==> src/rtl/lcm_defines.svh <==
// constants for the legacy compatibility gating block
`ifndef LCM_DEFINES_SVH
`define LCM_DEFINES_SVH

// ======================================================
// register map
`define LCM_OFF_MODE        12'h000
`define LCM_OFF_GATE        12'h004
`define LCM_OFF_RSTSTAT     12'h008
`define LCM_OFF_IOCHK       12'h00c

// ======================================================
// address map figures
`define LCM_LEGACY_IO_LOCS  8'h40
`define LCM_IO_BASE         16'h0020
`define LCM_EXT_IO_LO       16'h0060
`define LCM_EXT_IO_HI       16'h00ff
`define LCM_RAM_BASE_NEW    16'h0100
`define LCM_RAM_BASE_OLD    16'h0060
`define LCM_VEC_NATIVE      8'h23
`define LCM_VEC_LEGACY      8'h18

// ======================================================
// field positions of the gate register
`define LCM_G_EXTIO         0
`define LCM_G_EXTVEC        1
`define LCM_G_USART1        2
`define LCM_G_USART_SYNC    3
`define LCM_G_BAUD_HI       4
`define LCM_G_TIMER3        5
`define LCM_G_OCC           6
`define LCM_G_TWI           7
`define LCM_G_PC_OUT        8
`define LCM_G_PG_ALT        9
`define LCM_G_PF_IN         10
`define LCM_G_BOOT          11
`define LCM_G_OSCCAL        12
`define LCM_G_XMEM_REL      13
`define LCM_G_XMEM_WS       14
`define LCM_G_RSTFLAGS      15
`define LCM_G_WDT_TIMED     16
`define LCM_G_INT_EDGE      17
`define LCM_G_USART_FIFO    18
`define LCM_NGATE           19

// ======================================================
// reset status fields and masks, interrupt, baud and receiver settings
`define LCM_RS_POR          0
`define LCM_RS_EXT          1
`define LCM_RS_MASK_FULL    8'h1f
`define LCM_RS_MASK_LEGACY  8'h03
`define LCM_EXTINT_LEVEL    4'hf
`define LCM_BAUD_MASK_LEGACY 12'h0ff
`define LCM_BAUD_MASK_FULL  12'hfff
`define LCM_RX_DEPTH_FULL   2'h2
`define LCM_RX_DEPTH_LEGACY 2'h0

`endif

==> src/rtl/lcm_pkg.sv <==
// types for the legacy compatibility gating block
package lcm_pkg;
    typedef enum logic [1:0] {
        LCM_ST_RESET = 2'b00,
        LCM_ST_LATCH = 2'b01,
        LCM_ST_RUN   = 2'b11
    } lcm_state_t;

    typedef struct packed {
        lcm_state_t  state;
        logic        compat;
        logic [7:0]  rst_flags;
        logic        io_err;
        logic [31:0] hrdata;
        logic        dp_valid;
        logic        dp_write;
        logic [11:0] dp_addr;
    } lcm_regs_t;

    typedef struct packed {
        logic [1:0] sync;
    } lcm_sync_t;
endpackage

==> src/rtl/lcm_gate.sv <==
// legacy compatibility mode gating with an ahb-lite status port
//
// The placing of the registers and register access over AHB-Lite were chosen for this implementation.
`timescale 1ns/1ps
`include "lcm_defines.svh"

// What this block does
// extra I/O only via load/store space
// legacy I/O addresses stay unchanged
// compat: extended I/O off, legacy RAM
// compat: extended vectors removed
// compat: one async USART, 8-bit baud
// compat: one 16-bit timer, two compares
// compat: two-wire interface unavailable
// compat: third port output only
// compat: five-bit port alternate only
// compat: analogue port digital input only
// compat: boot loader disabled
// compat: oscillator calibration writes ignored
// compat: no pin release, single wait-state
// compat: only external, power-on reset flags
// compat: watchdog change needs no sequence
// compat: ext interrupts 3..0 level only
// compat: receiver without FIFO
// software writes zero to unused bits
// fuse latched at reset, held
module lcm_gate
(
    // clock and reset
    input  wire logic        clock,
    input  wire logic        rstn,
    // fuse and reset cause
    input  wire logic        legacy_compat_fuse,
    input  wire logic        power_on_reset_flag,
    input  wire logic        external_reset_flag,
    input  wire logic [4:0]  reset_cause_all,
    // cpu data access probe
    input  wire logic        cpu_io_short,
    input  wire logic [15:0] cpu_data_addr,
    // ahb-lite slave
    input  wire logic        hsel,
    input  wire logic [11:0] haddr,
    input  wire logic [1:0]  htrans,
    input  wire logic        hwrite,
    input  wire logic [2:0]  hsize,
    input  wire logic        hready,
    input  wire logic [31:0] hwdata,
    output      logic [31:0] hrdata,
    output      logic        hreadyout,
    output      logic        hresp,
    // mode and gating outputs
    output      logic        compat_mode,
    output      logic [18:0] gate,
    output      logic        ext_io_hit,
    output      logic [15:0] ram_base,
    output      logic [7:0]  vector_count,
    output      logic [11:0] baud_mask,
    output      logic [1:0]  rx_fifo_depth,
    output      logic [3:0]  extint_level_only,
    output      logic [7:0]  mcu_reset_status_reg
);
    logic                rst_n;
    lcm_pkg::lcm_regs_t  r;
    lcm_pkg::lcm_regs_t  next_r;
    logic                ext_region;
    logic                req;
    logic                io_set;
    logic                io_clr;

    lcm_rst_sync u_rst
    (
        .clock     (clock),
        .rstn      (rstn),
        .rstn_sync (rst_n)
    );

    // ======================================================
    // helpers
    function automatic logic in_ext_io(input logic [15:0] a);
        in_ext_io = (a >= `LCM_EXT_IO_LO) && (a <= `LCM_EXT_IO_HI);
    endfunction

    // only the two legacy causes survive; every other bit reads zero
    function automatic logic [7:0] legacy_flags(input logic ext, input logic por);
        legacy_flags              = 8'h00;
        legacy_flags[`LCM_RS_EXT] = ext;
        legacy_flags[`LCM_RS_POR] = por;
    endfunction

    function automatic logic [7:0] native_flags(input logic [4:0] cause);
        native_flags = {3'h0, cause} & `LCM_RS_MASK_FULL;
    endfunction

    assign ext_region = in_ext_io(cpu_data_addr);
    assign req        = hsel && hready && htrans[1];
    assign io_set     = cpu_io_short && ext_region;
    assign io_clr     = r.dp_valid && r.dp_write && r.dp_addr == `LCM_OFF_IOCHK && hwdata[0];

    // ======================================================
    // next state
    always_comb
    begin
        next_r          = r;
        next_r.dp_valid = req;
        if (req)
        begin
            next_r.dp_write = hwrite;
            next_r.dp_addr  = haddr;
        end
        case (r.state)
            lcm_pkg::LCM_ST_RESET:
            begin
                next_r.state = lcm_pkg::LCM_ST_LATCH;
            end
            lcm_pkg::LCM_ST_LATCH:
            begin
                // fuse taken once after release, then frozen
                next_r.compat    = legacy_compat_fuse;
                next_r.rst_flags = legacy_compat_fuse
                    ? legacy_flags(external_reset_flag, power_on_reset_flag)
                    : native_flags(reset_cause_all);
                next_r.state     = lcm_pkg::LCM_ST_RUN;
            end
            lcm_pkg::LCM_ST_RUN:
            begin
                next_r.state = lcm_pkg::LCM_ST_RUN;
            end
            default:
            begin
                next_r.state = lcm_pkg::LCM_ST_RESET;
            end
        endcase
        // short in/out form cannot reach the extended space
        if (io_set)
        begin
            next_r.io_err = 1'b1;
        end
        // write-one clears, a new event wins
        else if (io_clr)
        begin
            next_r.io_err = 1'b0;
        end
        if (req && !hwrite)
        begin
            case (haddr)
                `LCM_OFF_MODE:    next_r.hrdata = {31'h0, r.compat};
                `LCM_OFF_GATE:    next_r.hrdata = {13'h0, gate};
                `LCM_OFF_RSTSTAT: next_r.hrdata = {24'h0, r.rst_flags};
                `LCM_OFF_IOCHK:   next_r.hrdata = {31'h0, r.io_err};
                default:          next_r.hrdata = 32'h0000_0000;
            endcase
        end
    end

    always_ff @(posedge clock or negedge rst_n)
    begin
        if (!rst_n)
        begin
            r <= '0;
        end
        else
        begin
            r <= next_r;
        end
    end

    // ======================================================
    // gating outputs; every gate bit derives from the latched mode only
    always_comb
    begin
        gate                      = '0;
        gate[`LCM_G_EXTIO]        = r.compat;
        gate[`LCM_G_EXTVEC]       = r.compat;
        gate[`LCM_G_USART1]       = r.compat;
        gate[`LCM_G_USART_SYNC]   = r.compat;
        gate[`LCM_G_BAUD_HI]      = r.compat;
        gate[`LCM_G_TIMER3]       = r.compat;
        gate[`LCM_G_OCC]          = r.compat;
        gate[`LCM_G_TWI]          = r.compat;
        gate[`LCM_G_PC_OUT]       = r.compat;
        gate[`LCM_G_PG_ALT]       = r.compat;
        gate[`LCM_G_PF_IN]        = r.compat;
        gate[`LCM_G_BOOT]         = r.compat;
        gate[`LCM_G_OSCCAL]       = r.compat;
        gate[`LCM_G_XMEM_REL]     = r.compat;
        gate[`LCM_G_XMEM_WS]      = r.compat;
        gate[`LCM_G_RSTFLAGS]     = r.compat;
        gate[`LCM_G_WDT_TIMED]    = r.compat;
        gate[`LCM_G_INT_EDGE]     = r.compat;
        gate[`LCM_G_USART_FIFO]   = r.compat;
    end

    assign compat_mode          = r.compat;
    // legacy I/O below the extended region is never moved
    assign ext_io_hit           = ext_region && !r.compat;
    assign ram_base             = r.compat ? `LCM_RAM_BASE_OLD : `LCM_RAM_BASE_NEW;
    assign vector_count         = r.compat ? `LCM_VEC_LEGACY : `LCM_VEC_NATIVE;
    assign baud_mask            = r.compat ? `LCM_BAUD_MASK_LEGACY : `LCM_BAUD_MASK_FULL;
    assign rx_fifo_depth        = r.compat ? `LCM_RX_DEPTH_LEGACY : `LCM_RX_DEPTH_FULL;
    assign extint_level_only    = r.compat ? `LCM_EXTINT_LEVEL : 4'h0;
    assign mcu_reset_status_reg = r.rst_flags;
    assign hrdata               = r.hrdata;
    assign hreadyout            = 1'b1;
    assign hresp                = 1'b0;

    // ======================================================
    // checks
    chk_mode_held: assert property (@(posedge clock) disable iff (!rst_n)
        r.state == lcm_pkg::LCM_ST_RUN |=> $stable(r.compat))
        else $error("compat mode changed after latch");
    chk_mode_latch: assert property (@(posedge clock) disable iff (!rst_n)
        r.state == lcm_pkg::LCM_ST_LATCH |=> r.compat == $past(legacy_compat_fuse))
        else $error("fuse not latched");
    chk_ram_map: assert property (@(posedge clock) disable iff (!rst_n)
        r.compat |-> ram_base == `LCM_RAM_BASE_OLD && !ext_io_hit)
        else $error("ram not at legacy place");
    chk_vec_count: assert property (@(posedge clock) disable iff (!rst_n)
        r.compat |-> vector_count == `LCM_VEC_LEGACY)
        else $error("extended vectors present");
    chk_baud_low: assert property (@(posedge clock) disable iff (!rst_n)
        r.compat |-> baud_mask == `LCM_BAUD_MASK_LEGACY && gate[`LCM_G_USART1])
        else $error("baud mask too wide");
    chk_rst_flags: assert property (@(posedge clock) disable iff (!rst_n)
        r.compat |-> (r.rst_flags & ~`LCM_RS_MASK_LEGACY) == 8'h00)
        else $error("extra reset flags");
    chk_int_level: assert property (@(posedge clock) disable iff (!rst_n)
        r.compat |-> extint_level_only == `LCM_EXTINT_LEVEL)
        else $error("edge sensing left on");
    chk_fifo_off: assert property (@(posedge clock) disable iff (!rst_n)
        r.compat |-> rx_fifo_depth == `LCM_RX_DEPTH_LEGACY)
        else $error("receiver fifo left on");
    chk_short_io: assert property (@(posedge clock) disable iff (!rst_n)
        cpu_io_short && ext_region |=> r.io_err)
        else $error("short io into extended space not flagged");
    chk_gate_all: assert property (@(posedge clock) disable iff (!rst_n)
        gate == (r.compat ? {`LCM_NGATE{1'b1}} : {`LCM_NGATE{1'b0}}))
        else $error("gate vector inconsistent");
    chk_extio_off: assert property (@(posedge clock) disable iff (!rst_n)
        r.compat |-> gate[`LCM_G_EXTIO])
        else $error("extended io left on");
    chk_ext_vec: assert property (@(posedge clock) disable iff (!rst_n)
        r.compat |-> gate[`LCM_G_EXTVEC])
        else $error("extended vector gate off");
    chk_usart_async: assert property (@(posedge clock) disable iff (!rst_n)
        r.compat |-> gate[`LCM_G_USART_SYNC] && gate[`LCM_G_BAUD_HI])
        else $error("usart sync or high baud left on");
    chk_timer_one: assert property (@(posedge clock) disable iff (!rst_n)
        r.compat |-> gate[`LCM_G_TIMER3] && gate[`LCM_G_OCC])
        else $error("second timer or third compare left on");
    chk_twi_off: assert property (@(posedge clock) disable iff (!rst_n)
        r.compat |-> gate[`LCM_G_TWI])
        else $error("two-wire interface left on");
    chk_port_c_out: assert property (@(posedge clock) disable iff (!rst_n)
        r.compat |-> gate[`LCM_G_PC_OUT])
        else $error("third port not output only");
    chk_port_g_alt: assert property (@(posedge clock) disable iff (!rst_n)
        r.compat |-> gate[`LCM_G_PG_ALT])
        else $error("five-bit port still general io");
    chk_port_f_in: assert property (@(posedge clock) disable iff (!rst_n)
        r.compat |-> gate[`LCM_G_PF_IN])
        else $error("analogue port may drive");
    chk_boot_off: assert property (@(posedge clock) disable iff (!rst_n)
        r.compat |-> gate[`LCM_G_BOOT])
        else $error("boot loader left on");
    chk_osc_fixed: assert property (@(posedge clock) disable iff (!rst_n)
        r.compat |-> gate[`LCM_G_OSCCAL])
        else $error("oscillator calibration writable");
    chk_xmem_fixed: assert property (@(posedge clock) disable iff (!rst_n)
        r.compat |-> gate[`LCM_G_XMEM_REL] && gate[`LCM_G_XMEM_WS])
        else $error("external memory options left on");
    chk_wdt_free: assert property (@(posedge clock) disable iff (!rst_n)
        r.compat |-> gate[`LCM_G_WDT_TIMED])
        else $error("watchdog sequence still required");
    chk_native_map: assert property (@(posedge clock) disable iff (!rst_n)
        !r.compat |-> ram_base == `LCM_RAM_BASE_NEW && ext_io_hit == ext_region)
        else $error("native map wrong");
    chk_flags_legacy: assert property (@(posedge clock) disable iff (!rst_n)
        r.state == lcm_pkg::LCM_ST_LATCH && legacy_compat_fuse |=>
        r.rst_flags == {6'h00, $past(external_reset_flag), $past(power_on_reset_flag)})
        else $error("legacy reset flags not latched");
    chk_flags_native: assert property (@(posedge clock) disable iff (!rst_n)
        r.state == lcm_pkg::LCM_ST_LATCH && !legacy_compat_fuse |=>
        r.rst_flags == {3'h0, $past(reset_cause_all)})
        else $error("native reset flags not latched");
    chk_io_clear: assert property (@(posedge clock) disable iff (!rst_n)
        io_clr && !io_set |=> !r.io_err)
        else $error("io flag not cleared");
    chk_io_hold: assert property (@(posedge clock) disable iff (!rst_n)
        !io_set && !io_clr |=> $stable(r.io_err))
        else $error("io flag moved by itself");
    chk_read_mode: assert property (@(posedge clock) disable iff (!rst_n)
        req && !hwrite && haddr == `LCM_OFF_MODE |=> hrdata == {31'h0, compat_mode})
        else $error("mode read wrong");
    chk_read_flags: assert property (@(posedge clock) disable iff (!rst_n)
        req && !hwrite && haddr == `LCM_OFF_RSTSTAT |=> hrdata == {24'h0, mcu_reset_status_reg})
        else $error("reset status read wrong");
    chk_state_order: assert property (@(posedge clock) disable iff (!rst_n)
        r.state == lcm_pkg::LCM_ST_LATCH |=> r.state == lcm_pkg::LCM_ST_RUN)
        else $error("latch not left for run");

    cov_compat: cover property (@(posedge clock) disable iff (!rst_n)
        r.state == lcm_pkg::LCM_ST_RUN && r.compat);
    cov_native: cover property (@(posedge clock) disable iff (!rst_n)
        r.state == lcm_pkg::LCM_ST_RUN && !r.compat);
    cov_ioerr: cover property (@(posedge clock) disable iff (!rst_n) r.io_err);
    cov_read: cover property (@(posedge clock) disable iff (!rst_n) req && !hwrite);
    cov_clear: cover property (@(posedge clock) disable iff (!rst_n) io_clr && !io_set);
endmodule

==> src/rtl/lcm_rst_sync.sv <==
// reset release synchroniser for the gating block
`timescale 1ns/1ps
module lcm_rst_sync
(
    // clock and raw reset
    input  wire logic clock,
    input  wire logic rstn,
    // released reset
    output      logic rstn_sync
);
    lcm_pkg::lcm_sync_t r;
    lcm_pkg::lcm_sync_t next_r;

    always_comb
    begin
        next_r      = r;
        next_r.sync = {r.sync[0], 1'b1};
    end

    always_ff @(posedge clock or negedge rstn)
    begin
        if (!rstn)
        begin
            r <= '0;
        end
        else
        begin
            r <= next_r;
        end
    end

    assign rstn_sync = r.sync[1];
endmodule

==> config.mk <==
export PLATFORM = sky130hd
export DESIGN_NAME = lcm_gate
export DESIGN_NICKNAME = d
export VERILOG_FILES = /design/src/rtl/lcm_pkg.sv /design/src/rtl/lcm_gate.sv /design/src/rtl/lcm_rst_sync.sv
export VERILOG_INCLUDE_DIRS = /design/src /design/src/rtl
export SDC_FILE = /design/constraint.sdc
export NUM_CORES = 1
export LEC_CHECK = 0
export CORE_MARGIN = 4
export CORE_UTILIZATION = 45
export DETAILED_ROUTE_END_ITERATION = 12
export DONT_BUFFER_PORTS = 1
export GPL_TIMING_DRIVEN = 0
export SYNTH_ARGS = -nofsm -noshare
export SYNTH_HDL_FRONTEND = slang
export SYNTH_SLANG_ARGS = --single-unit
==> constraint.sdc <==
create_clock -name clock -period 2.35 [get_ports clock]
set_input_delay 0 -clock clock [delete_from_list [all_inputs] [get_ports clock]]
set_output_delay 0 -clock clock [all_outputs]
set_load 0.01 [all_outputs]
Word level (Yosys, flattened, before mapping)
Index checks and enable logic that the tools add are counted.

cells by class
  $add $sub $neg = 0
  shift operators = 0
  equality and inequality tests = 6
  muxes and demuxes = 10
  $lt $le $gt $ge = 2
  reduce and logical (&&, ||, !) cells = 15
  divide/modulo/power cells = 0
  bitwise gates (word level) = 0
  $mul = 0

operators by type and width
  cell                   number
  $pmux W19 S4           1
  $eq A12 B4 Y1 const B  3
  $ge A16 B7 Y1 const B  1
  $le A16 B8 Y1 const B  1
  $eq A12 B3 Y1 const B  1
  $logic_not A12 Y1      1
  $mux W12               1
  $logic_and A1 B1 Y1    9
  $mux W9                1
  $mux W6                1
  $mux W5                1
  $mux W4                1
  $pmux W2 S2            1
  $eq A2 B1 Y1 const B   1
  $eq A2 B2 Y1 const B   1
  $logic_not A1 Y1       2
  $logic_not A2 Y1       1
  $mux W1                2
  $mux W2                1
  $reduce_bool A2 Y1     1
  $reduce_or A2 Y1       1

storage, ports and cells
  bits in registers = 60
  bits in read-only memories = 0
  memories = 0
  bits in writable memories = 0
  logic and storage cells = 42
  bits in latches = 0
  bits of input ports = 79

Logic depth before layout (Yosys ltp)
Gate-level depths: netlist (run 1).

  word-level depth = 5
  mapped depth = 4
  depth with buffers taken out = 3

By module
A second synthesis (run 1) with hierarchy kept.

unflattened totals
  cells, all modules = 210
  area total of the unflattened synthesis = 2,069.5 um2

modules (own cells, without submodules)
  module        sequential area each (um2)  instances  cells each  area each (um2)
  lcm_gate      725.7                       1          207         2,015.7
  lcm_rst_sync  50.0                        1          3           53.8

Least setup slack after synthesis (run 1)
No wires, ideal clock.

  kind = register to register
  start point = reg r (netlist bit compat_mode)
  end point = reg r (netlist bit hrdata[17])
  path slack = 938 ps
  period minus slack after synthesis = 1,412 ps
  data required time = 2,266 ps
  data arrival time = 1,329 ps
  cell stages (with the launch flop) = 4
  cell sequence = dfrtp_1 and3b_1 inv_1 o21ai_0

on the way
  word-level cells in the longest chain between the ends = 1

ends and longest elaborated chain
  element                 RTL line         text
  from (decl)             lcm_gate.sv:63   lcm_pkg::lcm_regs_t r;
  from (signal assigned)  lcm_gate.sv:163  r <= next_r;
  $pmux W19 S4            lcm_gate.sv:145  case (haddr)

Every way passes these cells.
A chain may end at the register's enable or synchronous reset.

Worst setup path in the final report (run 1)
  start point = reg r (netlist bit compat_mode)
  end point = out vector_count[5]

on the way
  word-level cells in the longest chain between the ends = 1

ends and longest elaborated chain
  element            RTL line        text
  $mux W6 (no line)  -
  to (decl)          lcm_gate.sv:56  output logic [7:0] vector_count,

Every way passes these cells.

==> run summary, run 1 <==
Fillcell total - 379
Busiest layer in global routing - met2
CTS root buf - clkbuf_8
WL final - 4220 um
FMAX - 0.524 GHz
Storage cell area - 776 um2
Leakage - 1.38 nW
Final Critical Period - 1.91 ns
# Post-CTS Setup Buffers - 0
Period utilisation layout - 0.812
Peak supply drop - 0.445 mV
Ys flop type - dfrtp_1
Area of the multi-input gates - 658 um2
Comb pwr share - 0.204
Worst EP arrival - 1.91 ns
Dpl hpwl - 3270 um
Post-synth EDFFs - 0
Setup violators final - 0
Drt pass-1 iters - 3
Post-Place Cells - 303
Status - completed
Initial antenna violation count - 0
Top cell type by total area after synthesis - dfrtp_1
Sw power - 0.340 mW
Final net count - 361
Clk pwr share - 0.333
Top-count cell post-synth - buf_4
Setup Crit Path Kind - reg2out
Worst Skew - 0.00529 ns
Synthesis-to-layout area growth - 27.3%
Met2 GRT Util - 0.233
Post-synth ARST share - 1.00
Clk buf depth - 2
Critical path required time - 2.35 ns
IO Port Bufs - 0
Slew Viols, Final - 0
Pint - 1.02 mW
Initial core utilization - 0.471
Synth Instances - 209
Core area - 4380 um2
Largest net degree at the start of global routing - 34
Setup TNS - 0 ns
Tightest Hold Check Type - in2reg
Slew @ Worst Pin - 1.15 ns
GRT met1 Usage - 0.154
DIE AREA - 5740 um2
Slew HR - 0.232
Total grt overflow - 0
Crit start category - register
Post-Syn Area per Cell - 9.88 um2
RSZ-0062 raised after global routing - false
Fin. Hold Viols - 0
Share of cells above drive strength 1 - 0.449
Final estimated routing congestion in global placement - 0.653
Slowest Stage Delay on Critical Path - 0.97 ns
CTS tree - yes
Synth unique cells - 28
First-pass GRT wire length - 5700 um
Residual DRC - 0
Worst-path clk slew - 0.06 ns
Cell chain of the critical path - inv_1 -> buf_4
Site Rows - 24
Synth Cell Area - 2070 um2
Vias/cell - 3.99
Routing usage on met3 - 0.0396
CP max FO - 33
CP endpoint kind - output pin
Die X-Extent - 75.8 um
Post-synth top area share - 0.376
Number of flip-flops in the largest register - 17
Ranking of synthesized cells by area - dfrtp_1, buf_4, mux2_2
Die Height - 75.8 um
Sw frac - 0.250
Clk sinks - 31
Tot Pwr - 1.36 mW
Cell Count, Final, Fillers Out - 335
Post-synth top cells - buf_4, dfrtp_1, mux2_2
Antenna Violating Nets Remaining - 0
Ports - 184
Clock latency on the worst-skew pair - 0.28 ns
Reg power frac - 0.462
H-tree lvl count - 2
Slowest cell on crit path - dfrtp_1
WL per Instance - 12.6 um
Synthesized flop and latch total - 31
CTS Buf Count - 5
PD cells - 517 nW/um2
Initial drt markers - 16
DR vias - 1336
Number of global-route vias before repair - 1190
Max Cap Viol - 0
Syn. warnings - 0
Sequential-to-total area share from yosys stat - 0.376
All-layer global routing usage - 0.135
Ant diodes - 0
power groups by stage:
stage	Sequential, mW	Combinational, mW	Clock, mW
finish	0.628	0.278	0.453
CTS	0.629	0.274	0.466
detailed placement	0.639	0.239	0
floorplan	0.625	0.224	0
global placement	0.638	0.236	0
global route	0.638	0.304	0.491
cells by family after synthesis:
| family | Yosys count | synth area share |
|---|---|---|
| compound gates | 18 | 0.0466 |
| flops | 31 | 0.376 |
| mux | 17 | 0.0909 |
| buf+inv | 108 | 0.382 |
| other cells | 2 | 0.00364 |
| simple gates | 33 | 0.101 |
repair_timing:
action | 4_1_cts | 5_1_grt
hold endpoints to repair | 22 | 0
setup endpoints to repair | 0 | 0
hold buffers | 24 | 0
resized for setup | 0 | 0
routing by layer:
layer | vias up | routed length, um
li1 | 687 | -
met1 | 561 | 1580
met2 | 80 | 2080
met3 | 8 | 500
met4 | 0 | 61
met5 | - | 0
through the flow:
| step | hold slack (ns) | setup WS [ns] | util | instance area, um2 |
|---|---|---|---|---|
| 2_1_floorplan | -0.296 | 0.938 | - | 2220 |
| 3_3_place_gp | -0.296 | 0.720 | 0.522 | 2290 |
| 3_5_place_dp | -0.296 | 0.688 | 0.522 | 2290 |
| 4_1_cts | 0.0203 | 0.382 | 0.600 | 2630 |
| 5_1_grt | 0.0524 | 0.202 | 0.600 | 2630 |
| 6_report | 0.0257 | 0.441 | 0.600 | 2630 |
cell type report:
cell class | instances | share of cell area
inverter | 3 | 0.00428
sequential | 31 | 0.295
clock buffer | 8 | 0.0381
timing repair buffer | 24 | 0.0914
tap | 52 | 0.0248
buffer | 105 | 0.296
multi-input combinational | 112 | 0.250
final timing paths:
check	startpoint	end	slack [ns]	cells after the start
min	haddr[2]	hrdata[3]	0.03	3
min reg2reg	u_rst.r[0]	u_rst.r[1]	0.35	0
max	compat_mode	vector_count[5]	0.44	2
min in group asynchronous	u_rst.r[1]	r[7]	0.48	0
max reg2reg	compat_mode	hrdata[4]	0.70	3
max in group asynchronous	u_rst.r[1]	mcu_reset_status_reg[2]	1.18	0
critical path: cells and delay by family (launching register included):
| kind | cells | cell delay (ns) |
|---|---|---|
| flip-flops | 1 | 0.97 |
| buffers and inverters | 2 | 0.65 |
cell usage in the layout (no fill, tap or decap), drive strengths merged, types with 2 or more instances in the layout:
| cell | instances |
|---|---|
| conb | 44 |
| nand2 | 11 |
| a21oi | 5 |
| mux2i | 3 |
| buf | 103 |
| nor3 | 2 |
| o21ai | 11 |
| inv | 3 |
| dfrtp | 31 |
| nand4b | 2 |
| nor4 | 4 |
| clkbuf | 10 |
| nand2b | 5 |
| or4 | 2 |
| dlygate4sd3 | 24 |
| mux2 | 14 |
Power figures use the tool's default switching activity.
==> inputs of run 2 (changes only) <==
- clock period: 2.35 -> 1.6 ns (I/O delays scaled with it)
==> run 2 against run 1 <==
Routed wire length hardly changed. Final cell count stayed put. Die area stayed put. First-iteration DRC count stayed put. Core utilization is 0.11 points higher. Cell area is 0.19% higher. Total power is 47% higher. Non-clock buffer count stayed put. Register-to-register slack worse by 0.33 ns. Global-route usage stayed put. Critical path depth is 1 lower.
==> run summary, run 2 (synthesis results as in run 1) <==
Status - completed (unchanged)
Worst-path clk slew - 0.06 ns (about the same)
Number of flip-flops in the largest register - 17 (unchanged)
Vias/cell - 3.99 (unchanged)
Crit start category - register (unchanged)
Initial core utilization - 0.471 (unchanged)
All-layer global routing usage - 0.135 (unchanged)
Worst hold path depth - 3 (unchanged)
DIE AREA - 5740 um2 (unchanged)
Worst Reg-to-Reg Cells - 3 (unchanged)
CP endpoint kind - output pin (unchanged)
Ports - 184 (unchanged)
WL final - 4220 um (about the same)
Commonest non-fill, non-tap cells in the layout - buf_4, conb_1, dfrtp_1 (unchanged)
Die Height - 75.8 um (unchanged)
Drt pass-1 iters - 3 (unchanged)
Slew Viols, Final - 0 (unchanged)
Dpl hpwl - 3270 um (unchanged)
Tightest Hold Check Type - in2reg (unchanged)
Pre-CTS setup slack - -0.0619 ns (was 0.688 ns)
Residual DRC - 0 (unchanged)
Largest net degree at the start of global routing - 34 (unchanged)
Initial drt markers - 16 (unchanged)
Slew @ Worst Pin - 0.630 ns (was 1.15 ns)
Peak supply drop - 0.654 mV (was 0.445 mV)
Synthesis-to-layout area growth - 27.5% (was 27.3%)
Die X-Extent - 75.8 um (unchanged)
Final worst slack - 0.133 ns (was 0.441 ns)
First-pass GRT wire length - 5700 um (unchanged)
Share of cells above drive strength 1 - 0.456 (was 0.449)
DR vias - 1336 (unchanged)
CP bufs+invs - 0 (was 2)
Slowest cell on crit path - dfrtp_4 (was dfrtp_1)
Site Rows - 24 (unchanged)
PD cells - 758 nW/um2 (was 517 nW/um2)
Total grt overflow - 0 (unchanged)
Final estimated routing congestion in global placement - 0.653 (unchanged)
Setup Crit Path Kind - reg2out (unchanged)
CTS Buf Count - 5 (unchanged)
CP max FO - 33 (unchanged)
Worst EP arrival - 1.47 ns (was 1.91 ns)
Fin. Hold Viols - 0 (unchanged)
Crit path max-delay family - flip-flops (unchanged)
Clock latency on the worst-skew pair - 0.28 ns (about the same)
Cell chain of the critical path - nor4_1 (was inv_1 -> buf_4)
CTS root buf - clkbuf_8 (unchanged)
WL per Instance - 12.6 um (about the same)
Critical path depth - 1 (was 2)
RSZ-0062 raised after global routing - false (unchanged)
Slew HR - 0.580 (was 0.232)
CTS tree - yes (unchanged)
Initial antenna violation count - 0 (unchanged)
Leakage - 1.38 nW (about the same)
# Post-CTS Setup Buffers - 0 (unchanged)
Most common cell after layout, fill and taps aside - buf_4 (unchanged)
Number of global-route vias before repair - 1190 (unchanged)
Worst hold start - haddr[2] (unchanged)
Tot Pwr - 2.00 mW (was 1.36 mW)
Slowest Stage Delay on Critical Path - 0.62 ns (was 0.97 ns)
Antenna Violating Nets Remaining - 0 (unchanged)
Setup violators final - 0 (unchanged)
Critical path required time - 1.60 ns (was 2.35 ns)
Final net count - 361 (unchanged)
Worst Skew - 0.00528 ns (was 0.00529 ns)
Final Critical Period - 1.47 ns
Setup crit start - compat_mode (unchanged)
H-tree lvl count - 2 (unchanged)
Worst r2r src - compat_mode (unchanged)
Ant diodes - 0 (unchanged)
Core area - 4380 um2 (unchanged)
Clk buf depth - 2 (unchanged)
Clk sinks - 31 (unchanged)
Max Cap Viol - 0 (unchanged)
Period utilisation layout - 0.917
IO Port Bufs - 0 (unchanged)
FMAX - 0.681 GHz
==> run 2: cell counts in the layout (fill, tap and decap cells not counted) <==
Identical to the previous run, type by type.
==> run 2: area by class of cell <==
type	count	area, um2
fill	378	1750
sequential	31	781
buffer	105	778
multi-input combinational	112	658
timing repair buffer	24	240
clock buffer	8	100
tap	52	65.1
inverter	3	11.3
==> run 2: worst paths after layout <==
check                      slack, ns           to
min                             0.03    hrdata[3]
min reg2reg                     0.29         r[7]
max                             0.13   ext_io_hit
max in group asynchronous       0.84  compat_mode
min in group asynchronous       0.29         r[7]
max reg2reg                     0.37    hrdata[4]
==> run 2: power by group <==
| part | internal, mW | switching, mW |
|---|---|---|
| logic | 0.244 | 0.162 |
| registers | 0.861 | 0.0632 |
| clock network | 0.392 | 0.274 |
==> run 2: what timing repair did <==
| item | 4_1_cts | 5_1_grt |
|---|---|---|
| hold buffers | 24 | 0 |
| resized for setup | 1 | 2 |
| endpoints found under the hold margin | 22 | 0 |
| endpoints found under the setup margin | 15 | 9 |
==> run 2: per-stage QoR <==
stage | utilization | std cells | hold WS [ns] | instance area (um2) | setup TNS (ns)
global route | 0.601 | 335 | 0.0524 | 2630 | 0
finish | 0.601 | 335 | 0.0257 | 2630 | 0
detailed placement | 0.522 | 303 | -0.296 | 2290 | -0.704
floorplan | - | 251 | -0.296 | 2220 | 0
global placement | 0.522 | 303 | -0.296 | 2290 | -0.239
CTS | 0.600 | 335 | 0.0203 | 2630 | 0
==> run 2: tightest hold or removal path, stage by stage <==
cell and delay [ns]:
nor2b_1 0.05, a21oi_1 0.13, o21ai_0 0.08
==> run 2: routing by layer <==
layer	GRT usage	wire length, um	vias to the layer above
met2	0.233	2080	80
li1	-	-	687
met3	0.0396	500	8
met5	0	0	-
met4	0.0583	61	0
met1	0.154	1580	561
